`src/pkg/tpc_pkg.sv`:
```
// Register map, field positions and codes of the timer control block
package tpc_pkg;
    // Register indices; byte address is four times the index
    localparam logic [7:0] IDX_FWC  = 8'h26;
    localparam logic [7:0] IDX_CDC  = 8'h27;
    localparam logic [7:0] IDX_CLK  = 8'h30;
    localparam logic [7:0] IDX_CMPD = 8'h31;
    localparam logic [7:0] IDX_STAT = 8'h32;
    localparam logic [7:0] FWC_RST  = 8'h00;
    localparam logic [7:0] CDC_RST  = 8'h00;
    localparam logic [4:0] CLK_RST  = 5'h00;
    localparam logic [9:0] CMPD_RST = 10'h000;
    localparam int FWC_IRQ_EN   = 7;
    localparam int FWC_MODE_EN  = 6;
    localparam int FWC_NOISE    = 5;
    localparam int FWC_EDGE     = 4;
    localparam int FWC_COMP     = 3;
    localparam int FWC_FLAG     = 2;
    localparam int FWC_WGM_LSB  = 0;
    localparam int CDC_A_SH_LSB = 6;
    localparam int CDC_B_SH_LSB = 4;
    localparam int CDC_D_LSB    = 2;
    localparam int CDC_FORCE    = 1;
    localparam int CDC_PWM      = 0;
    localparam int CLK_ASYNC    = 4;
    localparam int PRESC_W      = 14;
    localparam logic [1:0] FILT_LAST = 2'h3;
    localparam logic [1:0] COM_OFF = 2'h0;
    localparam logic [1:0] COM_TOG = 2'h1;
    localparam logic [1:0] COM_CLR = 2'h2;
    localparam logic [1:0] COM_SET = 2'h3;
    typedef enum logic [2:0] {
        WM_NORMAL = 3'b000,
        WM_FAST   = 3'b001,
        WM_PFC    = 3'b010,
        WM_SS6    = 3'b011,
        WM_DS6    = 3'b100
    } tpc_wave_mode_t;
    function automatic logic [11:0] tpc_reg_addr(input logic [7:0] idx);
        return {2'h0, idx, 2'h0};
    endfunction
    // Non-PWM compare action
    function automatic logic tpc_com_action(input logic [1:0] com, input logic wave);
        case (com)
            COM_TOG: return !wave;
            COM_CLR: return 1'b0;
            COM_SET: return 1'b1;
            default: return wave;
        endcase
    endfunction
endpackage

```
`src/pkg/tpc_core_if.sv`:
```
// Signals between the control core, prescaler and fault front end
`timescale 1ns/1ps
interface tpc_core_if;
    logic [3:0] clk_sel;
    logic       src_en;
    logic       tick;
    logic       noise_en;
    logic       edge_sel;
    logic       comp_src;
    logic       mode_en;
    logic       fault_event;
    logic       fault_level;
    modport ctrl  (output clk_sel, src_en, noise_en, edge_sel, comp_src, mode_en,
                   input tick, fault_event, fault_level);
    modport presc (input clk_sel, src_en, output tick);
    modport fault (input noise_en, edge_sel, comp_src, mode_en, output fault_event, fault_level);
endinterface

```
`src/design/tpc_prescaler.sv`:
```
// Timer clock prescaler producing a one-cycle tick enable
`timescale 1ns/1ps
module tpc_prescaler (
    input  wire logic  clk_in,
    input  wire logic  rst_n_in,
    tpc_core_if.presc  bus
);
    logic [tpc_pkg::PRESC_W-1:0] div_cnt;
    logic [15:0]                 span;
    logic [tpc_pkg::PRESC_W-1:0] mask;

    always_comb begin
        span = 16'h0001 << bus.clk_sel;
        mask = tpc_pkg::PRESC_W'(span[15:1] - 15'h0001);
    end

    always_ff @(posedge clk_in or negedge rst_n_in) begin
        if (!rst_n_in) begin
            div_cnt <= '0;
        end else if (bus.clk_sel == 4'h0) begin
            div_cnt <= '0;
        end else if (bus.src_en) begin
            div_cnt <= div_cnt + tpc_pkg::PRESC_W'(1);
        end
    end

    assign bus.tick = bus.src_en && (bus.clk_sel != 4'h0) && ((div_cnt & mask) == mask);
endmodule

```
`src/design/tpc_fault_front.sv`:
```
// Fault input synchroniser, source select, noise filter and edge detector
`timescale 1ns/1ps
module tpc_fault_front (
    input  wire logic  clk_in,
    input  wire logic  rst_n_in,
    input  wire logic  fault_input_pin_in,
    input  wire logic  comparator_in,
    tpc_core_if.fault  bus
);
    logic [2:0] pin_sy;
    logic [2:0] cmp_sy;
    logic       pin_lvl;
    logic       cmp_lvl;
    logic       src;
    logic [1:0] eq_cnt;
    logic       filt;
    logic       filt_d;

    always_ff @(posedge clk_in or negedge rst_n_in) begin
        if (!rst_n_in) begin
            pin_sy  <= 3'h0;
            cmp_sy  <= 3'h0;
            pin_lvl <= 1'b0;
            cmp_lvl <= 1'b0;
        end else begin
            pin_sy <= {pin_sy[1:0], fault_input_pin_in};
            cmp_sy <= {cmp_sy[1:0], comparator_in};
            if (pin_sy[1] == pin_sy[2]) begin
                pin_lvl <= pin_sy[2];
            end
            if (cmp_sy[1] == cmp_sy[2]) begin
                cmp_lvl <= cmp_sy[2];
            end
        end
    end

    assign src = bus.comp_src ? cmp_lvl : pin_lvl;

    always_ff @(posedge clk_in or negedge rst_n_in) begin
        if (!rst_n_in) begin
            eq_cnt <= 2'h0;
            filt   <= 1'b0;
            filt_d <= 1'b0;
        end else begin
            filt_d <= filt;
            if (!bus.noise_en || src == filt) begin
                eq_cnt <= 2'h0;
                filt   <= src;
            end else if (eq_cnt == tpc_pkg::FILT_LAST) begin
                eq_cnt <= 2'h0;
                filt   <= src;
            end else begin
                eq_cnt <= eq_cnt + 2'h1;
            end
        end
    end

    assign bus.fault_level = filt;
    assign bus.fault_event = bus.mode_en && (bus.edge_sel ? (filt && !filt_d) : (!filt && filt_d));
endmodule

```
`src/design/tpc_top.sv`:
```
// Timer prescale, compare channel D and fault protection control with APB registers
//
// Register access over APB was decided locally.
`timescale 1ns/1ps
module tpc_top (
    input  wire logic        clk_sys_in,
    input  wire logic        nrst_in,
    input  wire logic        psel_in,
    input  wire logic        penable_in,
    input  wire logic        pwrite_in,
    input  wire logic [11:0] paddr_in,
    input  wire logic [31:0] pwdata_in,
    output logic      [31:0] prdata_out,
    output logic             pready_out,
    output logic             pslverr_out,
    input  wire logic        fast_periph_clk_in,
    input  wire logic [9:0]  timer_count_in,
    input  wire logic        count_down_in,
    output logic             timer_tick_out,
    output logic             timer_enable_out,
    output logic [2:0]       wave_mode_out,
    output logic [1:0]       chan_a_mode_shadow_out,
    output logic [1:0]       chan_b_mode_shadow_out,
    output logic             chan_d_match_out,
    output logic             chan_d_waveform_out,
    input  wire logic        chan_d_dir_in,
    input  wire logic        chan_d_inv_dir_in,
    output logic             chan_d_compare_pin_out,
    output logic             chan_d_compare_pin_oe_out,
    output logic             chan_d_override_out,
    output logic             chan_d_inv_pin_out,
    output logic             chan_d_inv_pin_oe_out,
    output logic             chan_d_inv_override_out,
    input  wire logic        fault_input_pin_in,
    input  wire logic        comparator_in,
    input  wire logic        fault_irq_ack_in,
    output logic             fault_irq_out,
    output logic             fault_protect_out
);
    tpc_core_if u_core_if ();

    logic [1:0] rst_sy;
    logic       rst_n;

    // Register state
    logic [7:0] fwc;
    logic       fault_flag;
    logic       clr_pend;
    logic [7:0] cdc;
    logic [4:0] clk_cfg;
    logic [9:0] chan_d_compare_value;

    // APB decode
    logic       setup;
    logic       wr;
    logic       hit_fwc;
    logic       hit_cdc;
    logic       hit_clk;
    logic       hit_cmpd;
    logic       hit_stat;
    logic [31:0] rd_mux;

    // Channel D
    tpc_pkg::tpc_wave_mode_t wmode;
    logic [1:0] com_d;
    logic [9:0] prev_count;
    logic       arrive;
    logic       match_d;
    logic       zero_d;
    logic       force_now;
    logic       next_wave;
    logic       wave;
    logic       wave_n;
    logic       inv_conn;
    logic       hold;

    // Reset release through two flip-flops
    always_ff @(posedge clk_sys_in or negedge nrst_in) begin
        if (!nrst_in) begin
            rst_sy <= 2'h0;
        end else begin
            rst_sy <= {rst_sy[0], 1'b1};
        end
    end
    assign rst_n = rst_sy[1];

    assign setup    = psel_in && !penable_in;
    assign wr       = psel_in && penable_in && pwrite_in;
    assign hit_fwc  = paddr_in == tpc_pkg::tpc_reg_addr(tpc_pkg::IDX_FWC);
    assign hit_cdc  = paddr_in == tpc_pkg::tpc_reg_addr(tpc_pkg::IDX_CDC);
    assign hit_clk  = paddr_in == tpc_pkg::tpc_reg_addr(tpc_pkg::IDX_CLK);
    assign hit_cmpd = paddr_in == tpc_pkg::tpc_reg_addr(tpc_pkg::IDX_CMPD);
    assign hit_stat = paddr_in == tpc_pkg::tpc_reg_addr(tpc_pkg::IDX_STAT);
    assign pready_out = 1'b1;

    // Read data; force bit of cdc is never stored
    always_comb begin
        rd_mux = '0;
        if (hit_fwc) begin
            rd_mux = 32'({fwc[7:3], fault_flag, fwc[1:0]});
        end else if (hit_cdc) begin
            rd_mux = 32'(cdc);
        end else if (hit_clk) begin
            rd_mux = 32'(clk_cfg);
        end else if (hit_cmpd) begin
            rd_mux = 32'(chan_d_compare_value);
        end else if (hit_stat) begin
            rd_mux = 32'({hold, u_core_if.fault_level, timer_enable_out, wave});
        end
    end

    // Answer captured in the setup phase, valid through the access phase
    always_ff @(posedge clk_sys_in or negedge rst_n) begin
        if (!rst_n) begin
            prdata_out  <= '0;
            pslverr_out <= 1'b0;
        end else if (setup) begin
            prdata_out  <= pwrite_in ? 32'h0000_0000 : rd_mux;
            pslverr_out <= !(hit_fwc || hit_cdc || hit_clk || hit_cmpd || hit_stat);
        end
    end

    // Control registers
    always_ff @(posedge clk_sys_in or negedge rst_n) begin
        if (!rst_n) begin
            fwc                  <= tpc_pkg::FWC_RST;
            cdc                  <= tpc_pkg::CDC_RST;
            clk_cfg              <= tpc_pkg::CLK_RST;
            chan_d_compare_value <= tpc_pkg::CMPD_RST;
        end else if (wr) begin
            if (hit_fwc) begin
                fwc <= {pwdata_in[7:3], 1'b0, pwdata_in[1:0]};
            end
            if (hit_cdc) begin
                cdc <= {pwdata_in[7:2], 1'b0, pwdata_in[0]};
            end
            if (hit_clk) begin
                clk_cfg <= pwdata_in[4:0];
            end
            if (hit_cmpd) begin
                chan_d_compare_value <= pwdata_in[9:0];
            end
        end
    end

    // Fault flag: an event in the clearing cycle wins
    always_ff @(posedge clk_sys_in or negedge rst_n) begin
        if (!rst_n) begin
            clr_pend   <= 1'b0;
            fault_flag <= 1'b0;
        end else begin
            clr_pend <= wr && hit_fwc && pwdata_in[tpc_pkg::FWC_FLAG];
            if (u_core_if.fault_event) begin
                fault_flag <= 1'b1;
            end else if (clr_pend || fault_irq_ack_in) begin
                fault_flag <= 1'b0;
            end
        end
    end

    assign fault_irq_out     = fault_flag && fwc[tpc_pkg::FWC_IRQ_EN];
    assign hold              = fwc[tpc_pkg::FWC_MODE_EN] && fault_flag;
    assign fault_protect_out = hold;

    assign u_core_if.mode_en  = fwc[tpc_pkg::FWC_MODE_EN];
    assign u_core_if.noise_en = fwc[tpc_pkg::FWC_NOISE];
    assign u_core_if.edge_sel = fwc[tpc_pkg::FWC_EDGE];
    assign u_core_if.comp_src = fwc[tpc_pkg::FWC_COMP];

    // Prescaler source: fast clock enable in async mode, every cycle otherwise
    assign u_core_if.clk_sel = clk_cfg[3:0];
    assign u_core_if.src_en  = clk_cfg[tpc_pkg::CLK_ASYNC] ? fast_periph_clk_in : 1'b1;
    assign timer_tick_out    = u_core_if.tick;
    assign timer_enable_out  = clk_cfg[3:0] != 4'h0;

    assign chan_a_mode_shadow_out = cdc[tpc_pkg::CDC_A_SH_LSB +: 2];
    assign chan_b_mode_shadow_out = cdc[tpc_pkg::CDC_B_SH_LSB +: 2];

    // Waveform mode
    always_comb begin
        if (!cdc[tpc_pkg::CDC_PWM]) begin
            wmode = tpc_pkg::WM_NORMAL;
        end else begin
            case (fwc[tpc_pkg::FWC_WGM_LSB +: 2])
                2'h0:    wmode = tpc_pkg::WM_FAST;
                2'h1:    wmode = tpc_pkg::WM_PFC;
                2'h2:    wmode = tpc_pkg::WM_SS6;
                2'h3:    wmode = tpc_pkg::WM_DS6;
                default: wmode = tpc_pkg::WM_NORMAL;
            endcase
        end
    end
    assign wave_mode_out = wmode;
    assign com_d         = cdc[tpc_pkg::CDC_D_LSB +: 2];

    // Match only when the counter arrives at the value, not on a static equality
    always_ff @(posedge clk_sys_in or negedge rst_n) begin
        if (!rst_n) begin
            prev_count       <= 10'h000;
            chan_d_match_out <= 1'b0;
        end else begin
            prev_count       <= timer_count_in;
            chan_d_match_out <= match_d;
        end
    end
    assign arrive  = timer_count_in != prev_count;
    assign match_d = arrive && (timer_count_in == chan_d_compare_value);
    assign zero_d  = arrive && (timer_count_in == 10'h000);

    // Force uses the mode and PWM bit written in the same access
    assign force_now = wr && hit_cdc && pwdata_in[tpc_pkg::CDC_FORCE]
                       && !pwdata_in[tpc_pkg::CDC_PWM];

    always_comb begin
        next_wave = wave;
        if (force_now) begin
            next_wave = tpc_pkg::tpc_com_action(pwdata_in[tpc_pkg::CDC_D_LSB +: 2], wave);
        end else if (com_d != tpc_pkg::COM_OFF) begin
            case (wmode)
                tpc_pkg::WM_NORMAL: begin
                    if (match_d) begin
                        next_wave = tpc_pkg::tpc_com_action(com_d, wave);
                    end
                end
                tpc_pkg::WM_FAST, tpc_pkg::WM_SS6: begin
                    if (match_d) begin
                        next_wave = com_d == tpc_pkg::COM_SET;
                    end else if (zero_d) begin
                        next_wave = com_d != tpc_pkg::COM_SET;
                    end
                end
                tpc_pkg::WM_PFC, tpc_pkg::WM_DS6: begin
                    if (match_d) begin
                        next_wave = (com_d == tpc_pkg::COM_SET) ^ count_down_in;
                    end
                end
                default: next_wave = wave;
            endcase
        end
    end

    always_ff @(posedge clk_sys_in or negedge rst_n) begin
        if (!rst_n) begin
            wave   <= 1'b0;
            wave_n <= 1'b1;
        end else begin
            wave   <= next_wave;
            wave_n <= !next_wave;
        end
    end

    // Pin connection; fault hold drops both drivers
    assign inv_conn                  = (wmode != tpc_pkg::WM_NORMAL) && (com_d == tpc_pkg::COM_TOG);
    assign chan_d_waveform_out       = wave;
    assign chan_d_compare_pin_out    = wave;
    assign chan_d_inv_pin_out        = wave_n;
    assign chan_d_override_out       = com_d != tpc_pkg::COM_OFF;
    assign chan_d_inv_override_out   = inv_conn;
    assign chan_d_compare_pin_oe_out = chan_d_override_out && chan_d_dir_in && !hold;
    assign chan_d_inv_pin_oe_out     = inv_conn && chan_d_inv_dir_in && !hold;

    tpc_prescaler u_presc (
        .clk_in   (clk_sys_in),
        .rst_n_in (rst_n),
        .bus      (u_core_if.presc)
    );

    tpc_fault_front u_fault (
        .clk_in             (clk_sys_in),
        .rst_n_in           (rst_n),
        .fault_input_pin_in (fault_input_pin_in),
        .comparator_in      (comparator_in),
        .bus                (u_core_if.fault)
    );
endmodule

```
`config.mk`:
```
export PLATFORM = sky130hd
export DESIGN_NAME = tpc_top
export DESIGN_NICKNAME = d
export VERILOG_FILES = /design/src/pkg/tpc_pkg.sv /design/src/pkg/tpc_core_if.sv /design/src/design/tpc_prescaler.sv /design/src/design/tpc_fault_front.sv /design/src/design/tpc_top.sv
export SDC_FILE = /design/constraint.sdc
export NUM_CORES = 1
export LEC_CHECK = 0
export ABC_AREA = 1
export BUFFER_PORTS_ARGS = -buffer_cell sky130_fd_sc_hd__buf_2
export CAP_MARGIN = 5
export CORE_ASPECT_RATIO = 2
export CORE_UTILIZATION = 53
export CTS_CLUSTER_DIAMETER = 60
export DETAILED_ROUTE_END_ITERATION = 8
export GPL_ROUTABILITY_DRIVEN = 1
export GPL_TIMING_DRIVEN = 0
export PLACE_DENSITY_LB_ADDON = 0.15
export SLEW_MARGIN = 10
export SYNTH_ARGS = -nofsm -noshare
export SYNTH_HDL_FRONTEND = slang
export SYNTH_SLANG_ARGS = --single-unit
```
`constraint.sdc`:
```
create_clock -name clk_sys_in -period 2.8 [get_ports clk_sys_in]
set_input_delay 0.7 -clock clk_sys_in [delete_from_list [all_inputs] [get_ports clk_sys_in]]
set_output_delay 0.7 -clock clk_sys_in [all_outputs]
set_load 0.02 [all_outputs]
```
==> flow_summary.ini <==
[timing]
final-setup-viol-count = 1
rsz_0062_raised_after_global_routing = yes
max_slew_margin_vs_limit_pct = 53.3
period_share_pct = 104
tightestPinTransition_ns = 0.698
timing.final.hold_violations = 0
slew_violations = 0
fin_skew_ns = 0.00448
finalSetupTns_ns = -0.116
final_period_minus_worst_setup_slack_ns = 2.92
worst_slack_ns = -0.116
achievable-frequency_mhz = 343

[flow_run]
drv.max_cap_violation_count = 0

[floorplanning]
fp.dieArea_um2 = 9070
dieHeight_um = 134
fp-row-count = 47
die_w_um = 67.9
io_pins = 119
floorplan.core_area_um2 = 8350
initial_util_pct = 55.0

[outcome]
violations = setup timing
status = finished, violations left

[detailed_routing]
postRouteAntennaNets = 0
highest_layer = met4
met2RoutedLength_um = 6730
wl_um = 12700
met3_length_um = 585
wirelength_met1_um = 4340
detailroute.via_count = 4404
drt_pre_antenna_iters = 5
drt-initial-drc-count = 315
avgRoutedWirePerCell_um = 15.4
detail_route.drc_violations = 0
post_drt_via_cell_ratio = 5.36

[placed_design]
place_hpwl_um = 9650
io_buffer_count = 73
place_area_um2 = 5200
globalplace.congestion = 0.929

[grt]
grt_max_degree = 62
grt_first_pass_wirelength_um = 20700
grt_antenna_before_repair = 0
grt.total_usage_pct = 31.5
via_count_of_the_first_global_routing_pass = 4340
global_route_congestion_overflow_total = 0

[power]
p_switching_uw = 624
swShare_pct = 22.9
sequentialPowerShare_pct = 45.5
clock_power_share_pct = 47.1
total_leakage_power_uw = 0.00305
internal_power_uw = 2100
power_per_cell_area_nw_per_um2 = 479
ir_drop_v = 0.000457
comb_power_share_pct = 7.4

[clock_tree]
cts.sink_count = 83
htreeDepth = 3
cts_hold_repair.buffers = 0
cts.path.max_buffers = 2
clk_transition_reported_paths_ns = 0.06
clk_root_buffer_cell = clkbuf_16
tritoncts = yes
tritoncts.num_buffers = 9
worstSkewPairLatency_ns = 0.34

[yosys]
postSynth.asyncResetShare_pct = 100
synth_area_per_cell_um2 = 7.70
sequential_to_total_area_share_from_yosys_stat_pct = 45.2
ys_top_cells_by_count = nand2_1 (148), dfrtp_1 (82), inv_1 (73)
synth_top_cells_by_area = dfrtp_1 (45%), nand2_1 (12%), inv_1 (6.0%), nor2_1 (4.8%), buf_4 (4.6%)
synth_cell_types = 44
total_standard_cell_area_after_synthesis_um2 = 4600
synth_top_area_share_pct = 44.6
postSynth.topFlopCell = dfrtp_1
synth_warnings = 0
synth.most_common_cell = nand2_1
synth_enable_flop_cells = 0
yosys_register_bits = 83
postSynthCellCount = 597
synth_area_leader_cell = dfrtp_1

[setup_path]
worstSetupPathType = reg -> out
rr_worst_depth = 12
worst-path-max-fanout = 2
worstReg2RegStart = clk_cfg[4]$_DFFE_PN0P_
worst_path_max_delay_cell = dfrtp_2
timing.critical_path.required_ns = 2.10
timing.critical_path.to_type = output pin
max_stage_delay_ns = 0.43
critPathLaunchType = register
critical_path_arrival_ns = 2.22
reg2reg_to = u_presc.div_cnt[12]$_DFFE_PN0P_
worst-r2r-setup-slack_ns = 0.68
critical_path.cell_chain = nor2_4 -> inv_4 -> nor2_4 -> inv_2 -> ha_4 -> o22ai_2 -> nor2_1 -> nand3_1 -> a21oi_2 -> nand4_1 -> nor2_1 -> buf_4

[cells_and_area]
drive_above_1_share_pct = 24.2
final_cell_area_um2 = 5700
fillers = 728
design.final.nets = 793
diodes_inserted = 0
area_delta_synth_final_pct = 24.0

[min_path]
timing.hold.worst.class = in -> async
==> what timing repair did <==
action,CTS,global route
gates resized for setup,20,4
setup endpoints to repair,1,3
pin swaps,6,6
setup buffers,11,3
==> final cells by class <==
type | count | area [µm²] | share of cell area (%)
multi-input combinational | 411 | 2090 | 36.7
sequential | 83 | 2090 | 36.6
timing repair buffer | 88 | 500 | 8.78
inverter | 92 | 348 | 6.10
clock buffer | 12 | 246 | 4.33
buffer | 33 | 230 | 4.04
tap | 98 | 123 | 2.15
clock inverter | 4 | 73.8 | 1.30
==> worst max-delay path: cells and delay by family, from the launching register on <==
family                     cells  cell delay, ns
and+or+nand+nor                6            0.71
DFF                            1            0.43
buffers and inverters          3            0.27
adders and majority gates      1            0.25
AOI/OAI and AO/OA              2            0.21
==> power groups by stage <==
| stage | Clock, µW | Combinational, µW | Sequential (µW) |
|---|---|---|---|
| after floorplan | 0 | 114 | 1270 |
| after global placement | 0 | 175 | 1280 |
| after detailed placement | 0 | 200 | 1260 |
| after CTS | 1300 | 201 | 1240 |
| after global routing | 1340 | 227 | 1240 |
| final | 1280 | 201 | 1240 |
==> flip-flops by register name, summed over array words and instances (netlist names), 2 cells and up <==
| name | cells |
|---|---|
| chan_d_compare_value | 10 |
| u_presc.div_cnt | 14 |
| prev_count | 10 |
| clk_cfg | 5 |
| prdata_out | 10 |
| u_fault.cmp_sy | 3 |
| rst_sy | 2 |
| u_fault.eq_cnt | 2 |
| fwc | 7 |
| cdc | 7 |
| u_fault.pin_sy | 3 |
==> per-layer routing <==
metal / GRT usage, % / up-vias
met1: 31.8 / 2056
met5: 0 / -
met3: 8.05 / 73
met4: 23.1 / 0
met2: 52.9 / 165
li1: - / 2110
==> through the flow <==
step	worst slack [ns]	cells	utilization, %	hold WS, ns	power (µW)
floorplan	0.202	619	-	0.331	1380
global placement	-0.548	790	61.9	0.332	1450
detailed placement	-0.241	791	62.3	0.234	1460
CTS	-0.110	818	67.8	0.126	2740
global route	-0.229	821	68.2	0.126	2820
finish	-0.116	821	68.2	0.136	2730
==> worst max-delay path by stage <==
stage               depth (start not counted)                    from                         end
floorplan                                  12  clk_cfg[1]$_DFFE_PN0P_              timer_tick_out
global placement                            0     rst_sy[1]$_DFF_PN0_  chan_d_match_out$_DFF_PN0_
detailed placement                         13  clk_cfg[1]$_DFFE_PN0P_              timer_tick_out
CTS                                        13  clk_cfg[0]$_DFFE_PN0P_              timer_tick_out
global route                               12  clk_cfg[1]$_DFFE_PN0P_              timer_tick_out
finish                                     12  clk_cfg[1]$_DFFE_PN0P_              timer_tick_out
==> kinds of logic after synthesis <==
logic type | share of synthesized area, %
simple gates | 24.0
buf+inv | 12.5
compound gates | 13.2
flops | 45.2
fa+ha+maj | 2.89
xor+xnor | 1.52
other cells | 0.163
mux | 0.490
==> cell usage in the layout (no fill, tap or decap), types with 4 or more instances in the layout <==
cell / count
nor2_2: 4
ha_1: 8
xor2_1: 8
clkbuf_16: 9
buf_4: 43
a21oi_1: 20
dfrtp_1: 78
nand2_1: 146
clkbuf_1: 6
o2111ai_1: 6
o211ai_1: 4
inv_1: 71
conb_1: 24
nand3_1: 30
nor2_4: 6
nor2_1: 54
nor3_1: 7
buf_2: 73
o21ai_1: 26
o21ai_0: 23
o21bai_1: 4
inv_2: 19
nand4_1: 4
Power figures use the tool's default switching activity.
